`config.mk`:
```
export PLATFORM = sky130hd
export DESIGN_NAME = gpab_top
export DESIGN_NICKNAME = d
export VERILOG_FILES = /design/src/gpab_pkg.sv /design/src/gpab_top.sv
export SDC_FILE = /design/constraint.sdc
export NUM_CORES = 1
export LEC_CHECK = 0
export BUFFER_PORTS_ARGS = -buffer_cell sky130_fd_sc_hd__buf_4
export CORE_AREA = 5 5 107 109
export DETAILED_ROUTE_END_ITERATION = 8
export DIE_AREA = 0 0 112 114
export PLACE_DENSITY = 0.71
export SLEW_MARGIN = 25
export SYNTH_ARGS = -nofsm -noshare
export SYNTH_HDL_FRONTEND = slang
export SYNTH_SLANG_ARGS = --single-unit
```
`constraint.sdc`:
```
create_clock -name clk_in -period 1.7 [get_ports clk_in]
set_clock_uncertainty 0.15 [all_clocks]
set_input_delay 0.17 -clock clk_in [delete_from_list [all_inputs] [get_ports clk_in]]
set_output_delay 0.17 -clock clk_in [all_outputs]
set_load 0.02 [all_outputs]
```
`src/gpab_pkg.sv`:
```
/*
  constants shared by the two-port general purpose i/o block: register byte
  offsets, reset values, field positions and the analog pin selection table.
  assumes a 32-bit avalon-mm slave with one register per aligned word.
*/
package gpab_pkg;

  // ------------------------------------------------------------
  // widths
  // ------------------------------------------------------------
  localparam int GPAB_ADDR_W = 6;
  localparam int GPAB_PA_W = 6;
  localparam int GPAB_PB_W = 8;

  // ------------------------------------------------------------
  // register byte offsets
  // ------------------------------------------------------------
  localparam logic [5:0] GPAB_OFS_PA_LEVELS = 6'h00;
  localparam logic [5:0] GPAB_OFS_PA_LATCH = 6'h04;
  localparam logic [5:0] GPAB_OFS_PA_DIR = 6'h08;
  localparam logic [5:0] GPAB_OFS_ANALOG_CFG = 6'h0C;
  localparam logic [5:0] GPAB_OFS_PB_LEVELS = 6'h10;
  localparam logic [5:0] GPAB_OFS_PB_LATCH = 6'h14;
  localparam logic [5:0] GPAB_OFS_PB_DIR = 6'h18;
  localparam logic [5:0] GPAB_OFS_CHANGE_CTRL = 6'h1C;
  localparam logic [5:0] GPAB_OFS_PIN_ROUTE = 6'h20;

  // ------------------------------------------------------------
  // reset values
  // ------------------------------------------------------------
  localparam logic [5:0] GPAB_PA_DIR_RST = 6'h3F;
  localparam logic [7:0] GPAB_PB_DIR_RST = 8'hFF;
  localparam logic [7:0] GPAB_ANALOG_CFG_RST = 8'h00;
  localparam logic [5:0] GPAB_PA_LATCH_RST = 6'h00;
  localparam logic [7:0] GPAB_PB_LATCH_RST = 8'h00;
  localparam logic GPAB_PULLUP_DIS_N_RST = 1'b1;
  localparam logic GPAB_PRIORITY_RST = 1'b1;
  localparam logic GPAB_ROUTE_RST = 1'b1;

  // ------------------------------------------------------------
  // field positions
  // ------------------------------------------------------------
  localparam logic [7:0] GPAB_ANALOG_CFG_MASK = 8'hCF;
  localparam int GPAB_CTRL_FLAG_BIT = 0;
  localparam int GPAB_CTRL_ENABLE_BIT = 1;
  localparam int GPAB_CTRL_PRIORITY_BIT = 2;
  localparam int GPAB_CTRL_PULLUP_BIT = 3;
  localparam int GPAB_ROUTE_BIT = 0;
  localparam int GPAB_OD_PIN = 4;
  localparam int GPAB_ALT_PIN = 3;
  localparam int GPAB_CHG_LO = 4;
  localparam logic [5:0] GPAB_OD_MASK = 6'h10;

  // ------------------------------------------------------------
  // analog mask per select code, bit set = pin is analog
  // ------------------------------------------------------------
  localparam logic [5:0] GPAB_ANALOG_MAP [16] = '{
    6'h2F, 6'h2F, 6'h2F, 6'h2F, 6'h0F, 6'h0F, 6'h00, 6'h00,
    6'h2F, 6'h2F, 6'h2F, 6'h2F, 6'h0F, 6'h07, 6'h03, 6'h01
  };

endpackage

```
`src/gpab_top.sv`:
```
/*
  two-port general purpose i/o block: port a (6 pins, one open drain, analog
  sharing) and port b (8 pins, weak pull-ups, change detection on pins 7..4).
  assumes pins come from outside the clock domain and a synchronous avalon-mm
  master on clk_in; the peripheral for the alternate pin is on clk_in too.
*/
// Implementation choices: the placing of the registers and register access over Avalon-MM.
//
// Contract
// - port a six pins, direction one tri-states
// - port b eight pins, same direction convention
// - reset sets all direction bits to input
// - pin register reads pins, writes latch
// - latch register reads back latched value
// - port a pin four open drain, timer clock
// - analog pins start analog, read zero
// - four-bit field selects analog or digital
// - one active-low bit enables all pull-ups
// - output pins never get a pull-up
// - reset disables all port b pull-ups
// - only input pins 7..4 are compared
// - mismatches against snapshot set change flag
// - persisting mismatch keeps setting the flag
// - port b access refreshes snapshot, except moves
// - change event can wake from sleep
// - route bit zero puts unit two on pin3
// - enabled peripheral takes over its pin
// - enable bit gates change event to interrupt
// - priority bit selects high or low
`timescale 1ns/1ps
`default_nettype none

module gpab_top (
  input wire logic clk_in,
  input wire logic sys_rst_in,
  input wire logic [gpab_pkg::GPAB_ADDR_W-1:0] avs_address_in,
  input wire logic avs_read_in,
  input wire logic avs_write_in,
  input wire logic [31:0] avs_writedata_in,
  input wire logic [3:0] avs_byteenable_in,
  input wire logic mem_move_in,
  output logic [31:0] avs_readdata_out,
  output logic avs_waitrequest_out,
  input wire logic [gpab_pkg::GPAB_PA_W-1:0] pa_pin_in,
  output logic [gpab_pkg::GPAB_PA_W-1:0] pa_pin_out,
  output logic [gpab_pkg::GPAB_PA_W-1:0] pa_pin_oe_out,
  input wire logic [gpab_pkg::GPAB_PB_W-1:0] pb_pin_in,
  output logic [gpab_pkg::GPAB_PB_W-1:0] pb_pin_out,
  output logic [gpab_pkg::GPAB_PB_W-1:0] pb_pin_oe_out,
  output logic [gpab_pkg::GPAB_PB_W-1:0] pb_pullup_en_out,
  output logic timer_clk_out,
  input wire logic unit2_enable_in,
  input wire logic unit2_drive_in,
  input wire logic unit2_oe_in,
  output logic unit2_pin_out,
  output logic change_irq_high_out,
  output logic change_irq_low_out,
  output logic wake_out
);
  import gpab_pkg::*;

  // ------------------------------------------------------------
  // state
  // ------------------------------------------------------------
  logic ack;
  logic [5:0] pa_meta, pa_sync;
  logic [7:0] pb_meta, pb_sync;
  logic [5:0] port_a_output_latch;
  logic [5:0] port_a_direction;
  logic [7:0] analog_pin_config;
  logic [7:0] port_b_output_latch;
  logic [7:0] port_b_direction;
  logic [3:0] snapshot;
  logic port_change_flag;
  logic port_change_enable;
  logic port_change_priority;
  logic pullup_disable_n;
  logic capture_unit2_pin_route;

  logic accept, wr_acc, rd_acc;
  logic [7:0] wbyte;
  logic [5:0] analog_mask;
  logic [3:0] compare_bits;
  logic mismatch;
  logic pb_touch;
  logic alt_taken;
  logic [7:0] next_rdata;

  assign wbyte = avs_writedata_in[7:0];
  assign accept = (avs_read_in | avs_write_in) & ~ack;
  assign wr_acc = accept & avs_write_in & avs_byteenable_in[0];
  assign rd_acc = accept & avs_read_in;
  assign avs_waitrequest_out = (avs_read_in | avs_write_in) & ~ack;

  // ------------------------------------------------------------
  // bus handshake: one wait cycle per request
  // ------------------------------------------------------------
  always_ff @(posedge clk_in) begin
    if (sys_rst_in) begin
      ack <= 1'b0;
    end else begin
      ack <= accept;
    end
  end

  // ------------------------------------------------------------
  // pin synchronisers
  // ------------------------------------------------------------
  always_ff @(posedge clk_in) begin
    if (sys_rst_in) begin
      pa_meta <= 6'h00;
      pa_sync <= 6'h00;
      pb_meta <= 8'h00;
      pb_sync <= 8'h00;
    end else begin
      pa_meta <= pa_pin_in;
      pa_sync <= pa_meta;
      pb_meta <= pb_pin_in;
      pb_sync <= pb_meta;
    end
  end

  // ------------------------------------------------------------
  // port a registers
  // ------------------------------------------------------------
  always_ff @(posedge clk_in) begin
    if (sys_rst_in) begin
      port_a_output_latch <= GPAB_PA_LATCH_RST;
      port_a_direction <= GPAB_PA_DIR_RST;
      analog_pin_config <= GPAB_ANALOG_CFG_RST;
    end else if (wr_acc) begin
      if (avs_address_in == GPAB_OFS_PA_LEVELS || avs_address_in == GPAB_OFS_PA_LATCH) begin
        port_a_output_latch <= wbyte[5:0];
      end else if (avs_address_in == GPAB_OFS_PA_DIR) begin
        port_a_direction <= wbyte[5:0];
      end else if (avs_address_in == GPAB_OFS_ANALOG_CFG) begin
        analog_pin_config <= wbyte & GPAB_ANALOG_CFG_MASK;
      end
    end
  end

  // ------------------------------------------------------------
  // port b registers and change control
  // ------------------------------------------------------------
  always_ff @(posedge clk_in) begin
    if (sys_rst_in) begin
      port_b_output_latch <= GPAB_PB_LATCH_RST;
      port_b_direction <= GPAB_PB_DIR_RST;
      port_change_enable <= 1'b0;
      port_change_priority <= GPAB_PRIORITY_RST;
      pullup_disable_n <= GPAB_PULLUP_DIS_N_RST;
      capture_unit2_pin_route <= GPAB_ROUTE_RST;
    end else if (wr_acc) begin
      if (avs_address_in == GPAB_OFS_PB_LEVELS || avs_address_in == GPAB_OFS_PB_LATCH) begin
        port_b_output_latch <= wbyte;
      end else if (avs_address_in == GPAB_OFS_PB_DIR) begin
        port_b_direction <= wbyte;
      end else if (avs_address_in == GPAB_OFS_CHANGE_CTRL) begin
        port_change_enable <= wbyte[GPAB_CTRL_ENABLE_BIT];
        port_change_priority <= wbyte[GPAB_CTRL_PRIORITY_BIT];
        pullup_disable_n <= wbyte[GPAB_CTRL_PULLUP_BIT];
      end else if (avs_address_in == GPAB_OFS_PIN_ROUTE) begin
        capture_unit2_pin_route <= wbyte[GPAB_ROUTE_BIT];
      end
    end
  end

  // ------------------------------------------------------------
  // change detection
  // ------------------------------------------------------------
  assign compare_bits = (pb_sync[7:GPAB_CHG_LO] ^ snapshot) & port_b_direction[7:GPAB_CHG_LO];
  assign mismatch = |compare_bits;
  assign pb_touch = accept & ~mem_move_in & (avs_address_in == GPAB_OFS_PB_LEVELS) &
                    (avs_read_in | avs_byteenable_in[0]);

  always_ff @(posedge clk_in) begin
    if (sys_rst_in) begin
      snapshot <= 4'h0;
    end else if (pb_touch) begin
      snapshot <= pb_sync[7:GPAB_CHG_LO];
    end
  end

  // set wins over a software clear in the same cycle
  always_ff @(posedge clk_in) begin
    if (sys_rst_in) begin
      port_change_flag <= 1'b0;
    end else if (mismatch) begin
      port_change_flag <= 1'b1;
    end else if (wr_acc && avs_address_in == GPAB_OFS_CHANGE_CTRL) begin
      port_change_flag <= wbyte[GPAB_CTRL_FLAG_BIT];
    end
  end

  assign change_irq_high_out = port_change_flag & port_change_enable & port_change_priority;
  assign change_irq_low_out = port_change_flag & port_change_enable & ~port_change_priority;
  assign wake_out = port_change_flag & port_change_enable;

  // ------------------------------------------------------------
  // read data
  // ------------------------------------------------------------
  assign analog_mask = GPAB_ANALOG_MAP[analog_pin_config[3:0]];

  always_comb begin
    next_rdata = 8'h00;
    if (avs_address_in == GPAB_OFS_PA_LEVELS) begin
      next_rdata = {2'b00, pa_sync & ~analog_mask};
    end else if (avs_address_in == GPAB_OFS_PA_LATCH) begin
      next_rdata = {2'b00, port_a_output_latch};
    end else if (avs_address_in == GPAB_OFS_PA_DIR) begin
      next_rdata = {2'b00, port_a_direction};
    end else if (avs_address_in == GPAB_OFS_ANALOG_CFG) begin
      next_rdata = analog_pin_config;
    end else if (avs_address_in == GPAB_OFS_PB_LEVELS) begin
      next_rdata = pb_sync;
    end else if (avs_address_in == GPAB_OFS_PB_LATCH) begin
      next_rdata = port_b_output_latch;
    end else if (avs_address_in == GPAB_OFS_PB_DIR) begin
      next_rdata = port_b_direction;
    end else if (avs_address_in == GPAB_OFS_CHANGE_CTRL) begin
      next_rdata = {4'h0, pullup_disable_n, port_change_priority, port_change_enable, port_change_flag};
    end else if (avs_address_in == GPAB_OFS_PIN_ROUTE) begin
      next_rdata = {7'h00, capture_unit2_pin_route};
    end
  end

  always_ff @(posedge clk_in) begin
    if (sys_rst_in) begin
      avs_readdata_out <= 32'h0000_0000;
    end else if (rd_acc) begin
      avs_readdata_out <= {24'h00_0000, next_rdata};
    end
  end

  // ------------------------------------------------------------
  // pin drivers
  // ------------------------------------------------------------
  assign alt_taken = ~capture_unit2_pin_route & unit2_enable_in;

  always_ff @(posedge clk_in) begin
    if (sys_rst_in) begin
      pa_pin_out <= 6'h00;
      pa_pin_oe_out <= 6'h00;
      pb_pin_out <= 8'h00;
      pb_pin_oe_out <= 8'h00;
    end else begin
      pa_pin_out <= port_a_output_latch & ~GPAB_OD_MASK;
      pa_pin_oe_out <= ~port_a_direction & ~(GPAB_OD_MASK & port_a_output_latch);
      pb_pin_out <= port_b_output_latch;
      pb_pin_oe_out <= ~port_b_direction;
      if (alt_taken) begin
        pb_pin_out[GPAB_ALT_PIN] <= unit2_drive_in;
        pb_pin_oe_out[GPAB_ALT_PIN] <= unit2_oe_in;
      end
    end
  end

  assign pb_pullup_en_out = {8{~pullup_disable_n}} & port_b_direction;
  assign timer_clk_out = pa_sync[GPAB_OD_PIN];
  assign unit2_pin_out = pb_sync[GPAB_ALT_PIN];
endmodule

`default_nettype wire

```
==> out/qor.yml <==
status:
  status: "finished clean"
worst_hold_path:
  hold_depth: 4
  hp-start: "avs_address_in[5]"
  min_to: "capture_unit2_pin_route"
  hp-class: "in -> reg"
placement:
  gp_congestion: 0.882
  io_buffer_count: 85
  numPlacedInstances: 698
  hpwl_um: 8670
synthesis:
  synth_edf_count: 0
  synth_warnings: 0
  yosysUniqueCellTypes: 56
  syn_avg_cell_area_um2: 9.57
  synth_top_area_share: 0.493
  ys_seq_elements: 107
  seq_area_frac_synth: 0.493
  yosys-mux-area-fraction: 0.0732
  synth_xor_area_frac: 0.0101
  synth_top_family_by_area: "simple AND/OR/NAND/NOR gates"
  synth_area_leaders: "dfxtp_1 49%, nor2b_1 8.2%, mux2i_1 5.8%"
  synth_compound_area_frac: 0.104
  synth_cells: 454
  ys.flop_type: "dfxtp_1"
  synth_top_area_cell: "dfxtp_1"
  async_flop_share: 0
  synthAdderAreaFrac: 0
  synth_area_mm2: 0.00434
  synth-simple-area-share: 0.243
flow_run:
  max_cap_violations: 0
clock_network:
  cts_made_buffers: 9
  htreeDepth: 3
  clock_path_buffers: 2
  cts_num_sinks: 107
  clkTransAtPathRegs_ns: 0.10
  insertion_delay_ns: 0.39
  cts-root-buf: "clkbuf_8"
  tritoncts: "done"
layout:
  drive_gt1_frac: 0.270
  final-instance-count-excl-fill: 744
  fin_util: 0.561
  n_antenna_cell: 0
  syn_to_final_growth_pct: 35.8
  fin_nets: 663
  fillers: 909
sta:
  rsz0062_at_grt: "yes"
  period_share: 0.998
  min_period_ns: 1.70
  fmax_ghz: 0.589
  slew_violations: 0
  hold_viol_final: 0
  setup_viol: 0
critical_path:
  reg2reg_depth: 6
  r2r_end: "port_change_flag"
  start_kind: "input port"
  path_max_fanout: 5
  ff2ff_setup_slack_ns: 0.05
  worst-setup-path-type: "in -> reg"
  required_ns: 1.84
  cp-end-kind: "register"
  worstPathArrival_ns: 1.84
  r2r-start: "ack"
global_route:
  overflow: 0
  gr-usage-all-layers: 0.186
  grt_start_max_net_pins: 28
  antenna_found_initial: 0
  grt_pass1_vias: 3586
  grt_pass1_wl_um: 18700
route:
  drt-total-wl_um: 11700
  routedWlPerCell_um: 15.7
  antenna_left: 0
  drtIter0Drc: 163
  routed_via_density: 4.87
  drc: 0
  via_count: 3625
  drt_first_pass_iters: 4
floorplan:
  core_mm2: 0.0105
  dieWidth_um: 112
  core.rowCount: 38
  die_h_um: 114
  num_io_pins: 138
  die-area_mm2: 0.0128
  initial_core_util: 0.413
pwr:
  power_frac_seq: 0.528
  p_switching_uw: 1190
  power.total_uw: 4870
  power_frac_clock: 0.363
  comb_power_share: 0.109
  p_per_area_mw_per_mm2: 826
  ir_drop_mv: 0.458
  swShare: 0.244
  p_leak_uw: 0.00255
  p_int_uw: 3680
[critical path, stage by stage]
cell and delay (ns):
dlygate4sd3_1 0.54, buf_4 0.14, and3b_2 0.24, o211ai_1 0.29
buf_4 0.21, mux2i_1 0.20, nor2_1 0.05
[synth_stat cells (3+ instances only)]
master / instances
xor2_1: 5
nand2b_1: 6
o21ai_0: 4
a211oi_1: 3
buf_2: 8
mux2i_1: 25
buf_4: 25
nand3b_1: 11
o211ai_1: 3
a221oi_1: 3
nand2_1: 37
a32o_1: 5
nor2b_1: 57
a22oi_1: 4
inv_1: 10
clkbuf_1: 13
nand3_1: 6
a21oi_1: 15
buf_1: 4
nor2_1: 45
nor3_1: 6
a211o_1: 9
dfxtp_1: 107
[worst max path at each step]
stage	endpoint	depth (start not counted)	from	slack [ns]
after floorplan	port_a_output_latch[2]	5	avs_address_in[4]	0.003
after global placement	port_b_output_latch[4]	5	avs_address_in[5]	-0.06
after detailed placement	avs_readdata_out[2]	6	avs_address_in[4]	-0.11
after CTS	analog_pin_config[7]	6	ack	0.002
after global routing	port_change_flag	6	ack	-0.05
final	snapshot[0]	7	avs_write_in	0.003
[layout by cell type, fill, tap and decap left out, types with 6 or more instances in the layout]
cell type,count
nand2_1,37
nand3b_1,11
dlygate4sd3_1,29
clkbuf_8,10
buf_4,125
conb_1,25
dfxtp_1,106
a21oi_1,15
nand3_1,6
mux2i_1,24
nor3_1,6
a211o_1,9
nor2_1,45
nor2b_1,57
inv_1,10
[area by class of cell]
| type | instances | area, µm² | share of cell area |
|---|---|---|---|
| inverter | 10 | 37.5 | 0.00636 |
| tap | 140 | 175 | 0.0297 |
| clock inverter | 6 | 95.1 | 0.0161 |
| timing repair buffer | 160 | 1330 | 0.226 |
| clock buffer | 10 | 138 | 0.0233 |
| sequential | 107 | 2140 | 0.363 |
| multi-input combinational | 311 | 1980 | 0.336 |
[sequential cells by signal, indices dropped and copies added, names as in the netlist]
signal                   flops
ack                          1
capture_unit2_pin_route      1
pb_sync                      8
pb_pin_oe_out                8
port_b_output_latch          8
pa_sync                      6
avs_readdata_out             8
port_a_direction             6
port_change_flag             1
port_b_direction             8
snapshot                     4
pullup_disable_n             1
analog_pin_config            6
pb_meta                      8
port_change_enable           1
pa_pin_oe_out                6
pb_pin_out                   8
pa_pin_out                   5
pa_meta                      6
port_a_output_latch          6
port_change_priority         1
[metal layers]
layer / vias up / GRT usage / share of wire
met4: 0 / 0.0793 / 0.018
met1: 1708 / 0.227 / 0.43
met5: - / 0 / 0
li1: 1793 / - / -
met2: 108 / 0.318 / 0.50
met3: 16 / 0.0387 / 0.057
[per-stage QoR]
step	area, µm²	setup TNS (ns)	hold slack (ns)	setup WS [ns]
after detailed placement	5340	-1.05	0.234	-0.114
after floorplan	4430	0	0.138	0.00325
after global routing	5900	-0.140	0.0503	-0.0514
final	5900	0	0.0379	0.00270
after global placement	5340	-0.615	0.233	-0.0580
after CTS	5870	0	0.0186	0.00167
[power groups by stage]
stage          clock, µW  sequential [µW]  combinational [µW]
2_1_floorplan          0             2630                 286
3_3_place_gp           0             2630                 465
3_5_place_dp           0             2630                 468
4_1_cts             1820             2570                 523
5_1_grt             1910             2580                 569
6_report            1770             2570                 531
[what timing repair did]
| item | 4_1_cts | 5_1_grt |
|---|---|---|
| pin swaps | 0 | 8 |
| hold buffers | 29 | 0 |
| cloned | 0 | 0 |
| setup buffers | 0 | 1 |
| resized for setup | 1 | 6 |
| hold endpoints to repair | 52 | 0 |
| setup endpoints to repair | 2 | 26 |
[cell families after synthesis]
kind of cell | Yosys count
multiplexers | 29
AND/OR/NAND/NOR | 190
flip-flops | 107
XOR/XNOR | 5
AO/OA/AOI/OAI | 62
other | 1
buffers and inverters | 60
Note: power is estimated with default switching activity, not from simulation.
